File: src/common/vector_pkg.sv
// Constants for the reset and interrupt vector placement block
package vector_pkg;

  // ****************************************************************
  // Widths
  // ****************************************************************
  localparam int NUM_IRQ   = 34;            // Sources, vector numbers 2 to 35
  localparam int PC_W      = 16;            // Program word address width
  localparam int IDX_W     = 6;             // Width of a source index

  // ****************************************************************
  // Fuse encoding
  // ****************************************************************
  localparam logic FUSE_UNPROGRAMMED = 1'b1;
  localparam logic FUSE_PROGRAMMED   = 1'b0;

  // ****************************************************************
  // Addresses
  // ****************************************************************
  localparam logic [PC_W-1:0] RESET_WORD     = 16'h0000; // Application reset entry
  localparam logic [PC_W-1:0] VEC_TABLE_BASE = 16'h0002; // First interrupt vector
  localparam logic [PC_W-1:0] NO_OFFSET      = 16'h0000; // Table left in low flash

  // Base word address of each source, index 0 is vector number 2
  localparam logic [PC_W-1:0] VEC_BASE [0:NUM_IRQ-1] = '{
    16'h0002, 16'h0004, 16'h0006,                       // External requests 0..2
    16'h0008, 16'h000a, 16'h000c, 16'h000e,             // Pin change 0..3
    16'h0010,                                           // Watchdog time-out
    16'h0012, 16'h0014, 16'h0016,                       // Timer two
    16'h0018, 16'h001a, 16'h001c, 16'h001e,             // Timer one
    16'h0020, 16'h0022, 16'h0024,                       // Timer zero
    16'h0026,                                           // Serial peripheral done
    16'h0028, 16'h002a, 16'h002c,                       // First serial port
    16'h002e, 16'h0030, 16'h0032, 16'h0034, 16'h0036,   // Comparator .. self-prog
    16'h0038, 16'h003a, 16'h003c,                       // Second serial port
    16'h003e, 16'h0040, 16'h0042, 16'h0044              // Timer three
  };

  // ****************************************************************
  // Source indices
  // ****************************************************************
  localparam int IDX_EXT_ZERO        = 0;
  localparam int IDX_PIN_CHANGE_ZERO = 3;
  localparam int IDX_WATCHDOG        = 7;
  localparam int IDX_TIMER_TWO_A     = 8;
  localparam int IDX_TIMER_ONE_CAP   = 11;
  localparam int IDX_TIMER_ZERO_A    = 15;
  localparam int IDX_SPI_DONE        = 18;
  localparam int IDX_ANALOG_COMP     = 22;
  localparam int IDX_SERIAL_ONE_RX   = 27;
  localparam int IDX_TIMER_THREE     = 30;

  // Sources without timer three present
  localparam logic [NUM_IRQ-1:0] MASK_NO_TIMER_THREE = 34'h0_3fff_ffff;
  localparam logic [NUM_IRQ-1:0] MASK_ALL            = 34'h3_ffff_ffff;

  // Dispatcher states
  typedef enum logic [1:0] {
    ST_STRAP,
    ST_RESET_VEC,
    ST_IDLE,
    ST_SERVICE
  } disp_state_t;

endpackage

File: src/rtl/vector_placement.sv
// Reset and interrupt vector address generator for the core fetch path
`timescale 1ns/100ps
`default_nettype none

// Operation
// - Fuse unprogrammed: every reset starts execution at word zero.
// - Fuse programmed: reset loads the boot reset address instead.
// - Vector-select set: each vector is its base plus boot section start.
// - Default vectors begin at word two; relocated ones at boot address plus two.
// - Fuse value one is unprogrammed, zero programmed; independent of vector-select.
// - External requests zero to two use words two, four and six.
// - Pin change requests zero to three use words eight to fourteen, step two.
// - Watchdog time-out is vector nine at word sixteen.
// - Timer two: match A, match B, overflow at 0x12, 0x14, 0x16.
// - Timer one: capture, match A, match B, overflow at 0x18 to 0x1e.
// - Timer zero: match A, match B, overflow at 0x20, 0x22, 0x24.
// - Comparator, converter, data memory, two-wire, self-program at 0x2e to 0x36.
// - Second serial port receive, empty, transmit at 0x38, 0x3a, 0x3c.
// - Timer three vectors 0x3e to 0x44 exist only in that variant.
// - A source that is not enabled is never dispatched.
module vector_placement #(
  parameter bit HAS_TIMER_THREE = 1'b0               // Variant with timer three
) (
  input  wire logic                          sys_clk,              // System clock
  input  wire logic                          reset_n,              // Async reset, low
  input  wire logic                          boot_reset_fuse,      // 1 unprogrammed
  input  wire logic                          vector_table_in_boot, // Vector-select bit
  input  wire logic [vector_pkg::PC_W-1:0]   boot_reset_addr,      // Boot section start
  input  wire logic                          global_irq_enable,    // Core global enable
  input  wire logic [vector_pkg::NUM_IRQ-1:0] irq_req,             // Source requests
  input  wire logic [vector_pkg::NUM_IRQ-1:0] irq_enable,          // Source enables
  input  wire logic                          irq_return,           // Handler finished
  output logic                               pc_load,              // Load PC pulse
  output logic [vector_pkg::PC_W-1:0]        pc_load_addr,         // Word to load
  output logic [vector_pkg::NUM_IRQ-1:0]     irq_ack,              // One-hot granted
  output logic                               in_service            // Handler active
);

  // ****************************************************************
  // Declarations
  // ****************************************************************
  vector_pkg::disp_state_t state;
  vector_pkg::disp_state_t next_state;

  logic                               fuse_unprog;       // Fuse caught after release
  logic                               boot_relocated;    // Offset used by last load
  logic [vector_pkg::NUM_IRQ-1:0]     variant_mask;
  logic [vector_pkg::NUM_IRQ-1:0]     eligible;
  logic                               any_eligible;
  logic [vector_pkg::IDX_W-1:0]       win_idx;
  logic [vector_pkg::NUM_IRQ-1:0]     win_onehot;
  logic [vector_pkg::PC_W-1:0]        reset_target;
  logic [vector_pkg::PC_W-1:0]        table_offset;
  logic [vector_pkg::PC_W-1:0]        vector_target;
  logic                               next_pc_load;
  logic [vector_pkg::PC_W-1:0]        next_pc_load_addr;
  logic [vector_pkg::NUM_IRQ-1:0]     next_irq_ack;
  logic                               next_in_service;
  logic                               next_boot_relocated;

  // ****************************************************************
  // Source qualification and selection
  // ****************************************************************

  // Timer three slots are dead in the smaller variant
  assign variant_mask = HAS_TIMER_THREE ? vector_pkg::MASK_ALL
                                        : vector_pkg::MASK_NO_TIMER_THREE;

  // Only enabled, present sources compete
  assign eligible     = irq_req & irq_enable & variant_mask;
  assign any_eligible = global_irq_enable && (|eligible);

  // Scan downward so the lowest index is the last to win
  always_comb begin
    win_idx = '0;
    for (int i = vector_pkg::NUM_IRQ - 1; i >= 0; i--) begin
      if (eligible[i]) begin
        win_idx = vector_pkg::IDX_W'(i);
      end
    end
  end

  assign win_onehot = vector_pkg::NUM_IRQ'(1) << win_idx;

  // ****************************************************************
  // Address formation
  // ****************************************************************

  // Reset entry follows the fuse alone
  assign reset_target  = (fuse_unprog == vector_pkg::FUSE_UNPROGRAMMED)
                         ? vector_pkg::RESET_WORD
                         : boot_reset_addr;

  // Table offset follows the vector-select bit alone
  assign table_offset  = vector_table_in_boot ? boot_reset_addr
                                              : vector_pkg::NO_OFFSET;

  // Fixed base per source plus the relocation offset
  assign vector_target = vector_pkg::VEC_BASE[win_idx] + table_offset;

  // ****************************************************************
  // Dispatcher next state and outputs
  // ****************************************************************
  always_comb begin
    next_state          = state;
    next_pc_load        = 1'b0;
    next_pc_load_addr   = pc_load_addr;
    next_irq_ack        = '0;
    next_in_service     = in_service;
    next_boot_relocated = boot_relocated;
    case (state)
      vector_pkg::ST_STRAP: begin
        next_state = vector_pkg::ST_RESET_VEC;
      end
      vector_pkg::ST_RESET_VEC: begin
        next_pc_load        = 1'b1;
        next_pc_load_addr   = reset_target;
        next_boot_relocated = 1'b0;
        next_state          = vector_pkg::ST_IDLE;
      end
      vector_pkg::ST_IDLE: begin
        if (any_eligible) begin
          next_pc_load        = 1'b1;
          next_pc_load_addr   = vector_target;
          next_irq_ack        = win_onehot;
          next_in_service     = 1'b1;
          next_boot_relocated = vector_table_in_boot;
          next_state          = vector_pkg::ST_SERVICE;
        end
      end
      vector_pkg::ST_SERVICE: begin
        if (irq_return) begin
          next_in_service = 1'b0;
          next_state      = vector_pkg::ST_IDLE;
        end
      end
      default: begin
        next_state = vector_pkg::ST_STRAP;
      end
    endcase
  end

  // ****************************************************************
  // Registers
  // ****************************************************************

  // Dispatcher state
  always_ff @(posedge sys_clk or negedge reset_n) begin
    if (!reset_n) begin
      state <= vector_pkg::ST_STRAP;
    end else begin
      state <= next_state;
    end
  end

  // Fuse strap caught in the first cycle after release
  always_ff @(posedge sys_clk or negedge reset_n) begin
    if (!reset_n) begin
      fuse_unprog <= vector_pkg::FUSE_UNPROGRAMMED;
    end else if (state == vector_pkg::ST_STRAP) begin
      fuse_unprog <= boot_reset_fuse;
    end
  end

  // Registered outputs toward the core
  always_ff @(posedge sys_clk or negedge reset_n) begin
    if (!reset_n) begin
      pc_load        <= 1'b0;
      pc_load_addr   <= vector_pkg::RESET_WORD;
      irq_ack        <= '0;
      in_service     <= 1'b0;
      boot_relocated <= 1'b0;
    end else begin
      pc_load        <= next_pc_load;
      pc_load_addr   <= next_pc_load_addr;
      irq_ack        <= next_irq_ack;
      in_service     <= next_in_service;
      boot_relocated <= next_boot_relocated;
    end
  end

  // ****************************************************************
  // Checks
  // ****************************************************************

  // Unprogrammed fuse sends reset to word zero
  a_reset_app_entry: assert property (
    @(posedge sys_clk) disable iff (!reset_n)
    (state == vector_pkg::ST_RESET_VEC && fuse_unprog == vector_pkg::FUSE_UNPROGRAMMED)
    |=> (pc_load && pc_load_addr == 16'h0000 && irq_ack == '0))
    else $error("reset load not at word zero");

  // Programmed fuse sends reset to the boot entry
  a_reset_boot_entry: assert property (
    @(posedge sys_clk) disable iff (!reset_n)
    (state == vector_pkg::ST_RESET_VEC && fuse_unprog == vector_pkg::FUSE_PROGRAMMED)
    |=> (pc_load && pc_load_addr == $past(boot_reset_addr)))
    else $error("reset load not at boot address");

  // Fuse caught at release decides the first load two edges later
  a_fuse_strap_used: assert property (
    @(posedge sys_clk) disable iff (!reset_n)
    (state == vector_pkg::ST_STRAP)
    |-> ##2 (pc_load && pc_load_addr ==
            ($past(boot_reset_fuse, 2) ? 16'h0000 : $past(boot_reset_addr))))
    else $error("reset entry does not follow fuse");

  // Relocated vectors carry the boot offset
  a_vec_relocated: assert property (
    @(posedge sys_clk) disable iff (!reset_n)
    (state == vector_pkg::ST_IDLE && any_eligible && vector_table_in_boot)
    |=> (pc_load && boot_relocated && pc_load_addr ==
         vector_pkg::VEC_BASE[$past(win_idx)] + $past(boot_reset_addr)))
    else $error("relocated vector address wrong");

  // First vector sits at word two, or boot address plus two
  a_first_vector: assert property (
    @(posedge sys_clk) disable iff (!reset_n)
    irq_ack[0] |-> (pc_load_addr ==
                    (boot_relocated ? $past(boot_reset_addr) + 16'h0002 : 16'h0002)))
    else $error("first vector misplaced");

  // External request two at word six
  a_ext_two_addr: assert property (
    @(posedge sys_clk) disable iff (!reset_n)
    (irq_ack[2] && !boot_relocated) |-> pc_load_addr == 16'h0006)
    else $error("external request two misplaced");

  // Last pin change vector at word fourteen
  a_pin_change_addr: assert property (
    @(posedge sys_clk) disable iff (!reset_n)
    (irq_ack[6] && !boot_relocated) |-> pc_load_addr == 16'h000e)
    else $error("pin change three misplaced");

  // Watchdog vector at word sixteen
  a_watchdog_addr: assert property (
    @(posedge sys_clk) disable iff (!reset_n)
    (irq_ack[vector_pkg::IDX_WATCHDOG] && !boot_relocated) |-> pc_load_addr == 16'h0010)
    else $error("watchdog vector misplaced");

  // Timer two overflow
  a_timer_two_addr: assert property (
    @(posedge sys_clk) disable iff (!reset_n)
    (irq_ack[10] && !boot_relocated) |-> pc_load_addr == 16'h0016)
    else $error("timer two overflow misplaced");

  // Timer one match A
  a_timer_one_addr: assert property (
    @(posedge sys_clk) disable iff (!reset_n)
    (irq_ack[12] && !boot_relocated) |-> pc_load_addr == 16'h001a)
    else $error("timer one match A misplaced");

  // Timer zero overflow
  a_timer_zero_addr: assert property (
    @(posedge sys_clk) disable iff (!reset_n)
    (irq_ack[17] && !boot_relocated) |-> pc_load_addr == 16'h0024)
    else $error("timer zero overflow misplaced");

  // First serial port transmit complete
  a_serial_zero_addr: assert property (
    @(posedge sys_clk) disable iff (!reset_n)
    (irq_ack[21] && !boot_relocated) |-> pc_load_addr == 16'h002c)
    else $error("first serial transmit misplaced");

  // Self-programming ready
  a_self_prog_addr: assert property (
    @(posedge sys_clk) disable iff (!reset_n)
    (irq_ack[26] && !boot_relocated) |-> pc_load_addr == 16'h0036)
    else $error("self-program ready misplaced");

  // Second serial port receive complete
  a_serial_one_addr: assert property (
    @(posedge sys_clk) disable iff (!reset_n)
    (irq_ack[vector_pkg::IDX_SERIAL_ONE_RX] && !boot_relocated)
    |-> pc_load_addr == 16'h0038)
    else $error("second serial receive misplaced");

  // Timer three absent unless the variant has it
  a_timer_three_gate: assert property (
    @(posedge sys_clk) disable iff (!reset_n)
    (!HAS_TIMER_THREE) |-> (irq_ack[33:30] == 4'h0))
    else $error("timer three granted in small variant");

  // Grants go only to enabled, requesting sources
  a_grant_enabled: assert property (
    @(posedge sys_clk) disable iff (!reset_n)
    (irq_ack != '0) |-> ((irq_ack & ~$past(irq_req & irq_enable)) == '0
                         && $past(global_irq_enable)))
    else $error("grant to a disabled source");

  // No lower pending source is passed over
  a_lowest_first: assert property (
    @(posedge sys_clk) disable iff (!reset_n)
    (irq_ack != '0) |-> ($onehot(irq_ack)
                         && (((irq_ack - 34'h1) & $past(eligible)) == '0)))
    else $error("higher vector granted before lower");

  // One grant per handler: no new load while a handler stays active
  a_single_service: assert property (
    @(posedge sys_clk) disable iff (!reset_n)
    (in_service && $past(in_service)) |-> !pc_load)
    else $error("second dispatch while in service");

endmodule

`default_nettype wire

File: config.mk
export PLATFORM = sky130hd
export DESIGN_NAME = vector_placement
export DESIGN_NICKNAME = d
export VERILOG_FILES = /design/src/common/vector_pkg.sv /design/src/rtl/vector_placement.sv
export SDC_FILE = /design/constraint.sdc
export NUM_CORES = 1
export LEC_CHECK = 0
export ABC_AREA = 1
export BUFFER_PORTS_ARGS = -buffer_cell sky130_fd_sc_hd__buf_2
export CAP_MARGIN = 20
export CORE_UTILIZATION = 40
export DETAILED_ROUTE_END_ITERATION = 10
export PLACE_DENSITY = 0.73
export SYNTH_ARGS = -nofsm -noshare
export SYNTH_HDL_FRONTEND = slang
export SYNTH_SLANG_ARGS = --single-unit
export TNS_END_PERCENT = 30
File: constraint.sdc
create_clock -name sys_clk -period 2 [get_ports sys_clk]
set_clock_uncertainty 0.2 [all_clocks]
set_input_delay 0.4 -clock sys_clk [delete_from_list [all_inputs] [get_ports sys_clk]]
set_output_delay 0.4 -clock sys_clk [all_outputs]
set_load 0.1 [all_outputs]
==> results.env <==
YOSYS_MOST_USED_DFF='dfrtp_1'
CRIT_SLOWEST_CELL='ha_1'
GRT_OVERFLOW=0
FINAL_MIN_PERIOD_OVER_CLOCK_PERIOD=2.14
PRE_CTS_SLACK_PS=-2560
FIN_TOTAL_PWR_mW=5.46
DESIGN.DIE.AREA_SQ_UM=8090
CTS_BUFFERS=5
DRT_FIRST_PASS_ITERS=4
TOTAL_LEAKAGE_POWER_nW=2.61
ROWS=31
SETUP_VIOL=47
SETUP_REPAIR_AFTER_GLOBAL_ROUTING_MISSED_ITS_MARGIN='true'
CLOCK_TREE.ROOT_CELL='clkbuf_8'
FIRST_GLOBAL_VIAS=3345
SETUP.WORST_PATH.CLASS='primary input to register'
ROUTE.ANTENNA.REMAINING_NETS=0
FIN_CELLS=706
GRT.TOTAL_USAGE=0.219
MAX_CAP_VIOL_COUNT=0
CP.ARRIVAL_PS=4280
CLOCK_SINK_COUNT=53
CTS_HTREE_LEVELS=2
DIE_WIDTH_UM=90.0
IR_WORST_VDD_V=0.000672
YOSYS.CELL_TYPES.COUNT=40
SYNTH_TOP_AREA_CELL='dfrtp_1'
CTS.PATH.MAX_BUFFERS=2
CRITICAL_PATH.ENDPOINT_TYPE='register'
INITIALDRTVIOLATIONCOUNT=167
CRITPATHLAUNCHTYPE='primary input'
MAX_SLEW.WORST_PIN.SLEW_PS=516
SLEW_HEADROOM=0.653
SETUP_TOTAL_NEGATIVE_SLACK_PS=-41910
SYNTH_TOP_AREA_SHARE=0.420
HPWLAFTERDP_MM=6.23
YS_WARN_COUNT=0
SYNTH.FF_LATCH_COUNT=53
ROUTEDWLPERCELL_UM=12.6
HIGHEST_CLOCK_FREQUENCY_THE_DESIGN_CAN_MEET_MHz=233
PLACE.GP.CONGESTION=0.814
WORST-PATH-MAX-FANOUT=4
CRIT_REQUIRED_PS=2000
PERIOD_NEEDED_PS=4280
WORST_PATH_MOST_REPEATED_CELL='nand2_1'
CTS.CLK_SLEW.WORST_PATHS_PS=100
CTS_TREE='done'
VIAS_PER_CELL=4.80
SYNTH_ENABLE_FLOP_CELLS=0
AVG_INST_SIZE_SYNTH_SQ_UM=7.62
DRIVE_GT1_FRAC=0.507
GRT_START_MAX_NET_PINS=54
ANTENNA_CELLS_INSERTED=0
YOSYSSEQAREASHARE=0.429
IO_BUFFERS=131
NNETSFINAL=713
PLACED_AREA_SQ_UM=4320
AREA_DELTA_SYNTH_FINAL_PCT=58.0
SYNTHARSTFLOPSHARE=1.00
POWER.DENSITY_CELL_AREA_nW_PER_UM2=1120
LAYOUT_COMMONEST_CELL='buf_2'
MAX_SLEW_VIOLATION_COUNT=0
POST_SYNTH_MAIN_AREA_CONTRIBUTORS='dfrtp_1, nand2_1, nor2_1'
SYNTHESIS.AREA_SQ_UM=3100
SYN_INST=406
ROUTED-VIA-COUNT=3388
GRT_FIRST_PASS_WIRELENGTH_MM=14.5
DIE_H_UM=90.0
FINAL.FILL_COUNT=630
TOTALWIRELENGTH_MM=8.89
CLOCK_INSERTION_DELAY_AT_THE_LATER_PIN_OF_THE_SKEW_REPORT_PS=310
RUN_STATUS='finished, violations left'
REMAINING_DRC_ERRORS=0
FP.COREAREA_SQ_UM=7370
FINAL.SETUP.WORST_SLACK_PS=-2280
DESIGN_AREA_SQ_UM=4890
INITIAL_CORE_UTIL=0.420
PLACED_CELLS_INCL_TAPS=679
DESIGN.PORTCOUNT=142
SLOWEST_DELAY_PS=380
LAYOUT_COMMON_CELLS='buf_2, nand2_1, buf_4'
VIOLATED_CHECKS='setup timing'
FINALHOLDVIOLATIONS=0
GRT_ANTENNA_BEFORE_REPAIR=0
HOLD_CLASS='primary input to register'
synth_stat cells, drive strengths merged (2+ instances only):
cell	n
nor2	72
inv	31
ha	16
o21ai	14
o21bai	2
nand3b	2
nand3	17
o22a	2
a22oi	3
nand4	4
buf	5
dfrtp	52
a21oi	18
o21a	2
a31oi	11
nand2	135
nor3	2
clkbuf	7
state kept, by name, summed over array words and instances (netlist names):
register      count
state             2
fuse_unprog       1
pc_load           1
in_service        1
pc_load_addr     16
irq_ack          32
path summary, 6_finish.rpt:
path / from / end / slack, ps / depth (start not counted)
worst max-delay path: irq_req[28] / pc_load_addr[8]$_DFFE_PN0P_ / -2280 / 47
worst max register to register: state[0]$_DFFE_PN0P_ / pc_load_addr[8]$_DFFE_PN0P_ / 60 / 9
min in group asynchronous: reset_n / irq_ack[28]$_DFF_PN0_ / 410 / 3
max in group asynchronous: reset_n / fuse_unprog$_DFFE_PN1N_ / 900 / 3
worst min register to register: in_service$_DFFE_PN0P_ / in_service$_DFFE_PN0P_ / 310 / 2
worst min-delay path: boot_reset_fuse / fuse_unprog$_DFFE_PN1N_ / 130 / 2
worst max-delay path, delay by kind of cell:
kind | cells | cell delay [ps]
buffers and inverters | 6 | 740
AND/OR/NAND/NOR | 31 | 1570
adder cells (fa/ha/maj) | 2 | 580
AO/OA/AOI/OAI | 8 | 1000
where the power goes:
part           leakage (nW)  internal, mW  switching, mW
Sequential            0.691          1.31          0.126
Clock                0.0487         0.256          0.377
Combinational          1.88         0.912           2.48
Total                  2.61          2.48           2.98
layout make-up:
cell class              count  area, sq um  share of cell area
flip-flops and latches     53         1330               0.271
multi-input cells         311         1920               0.392
clock inverters             3         26.3             0.00537
clock buffers               5         68.8              0.0141
inverters                  31          116              0.0238
well taps                  99          124              0.0253
repair buffers            204         1310               0.268
kinds of logic after synthesis:
group	Yosys count	synth area share
AO/OA/AOI/OAI	56	0.113
XOR/XNOR	2	0.00566
adder cells (fa/ha/maj)	17	0.0711
buffers and inverters	43	0.0558
flip-flops	53	0.429
multiplexers	1	0.00364
other	1	0.00121
AND/OR/NAND/NOR	233	0.321
metrics by stage:
stage	hold slack (ps)	util
6_report	128	0.664
5_1_grt	121	0.664
4_1_cts	121	0.633
3_5_place_dp	222	0.586
3_3_place_gp	209	0.586
2_1_floorplan	-95.6	-
per-layer routing:
metal / up-vias / part of all wire / global-route usage
li1: 1703 / - / -
met1: 1539 / 0.41 / 0.261
met2: 126 / 0.51 / 0.396
met3: 20 / 0.052 / 0.0296
met4: 0 / 0.025 / 0.0874
met5: - / 0 / 0
what timing repair did:
action / 4_1_cts / 5_1_grt
pin swaps: 31 / 27
hold buffers: 1 / 0
endpoints found under the hold margin: 52 / 0
cloned: 0 / 0
buffers inserted: 14 / 9
endpoints found under the setup margin: 48 / 52
gates resized for setup: 34 / 44
(Power assumes the default switching activity.)
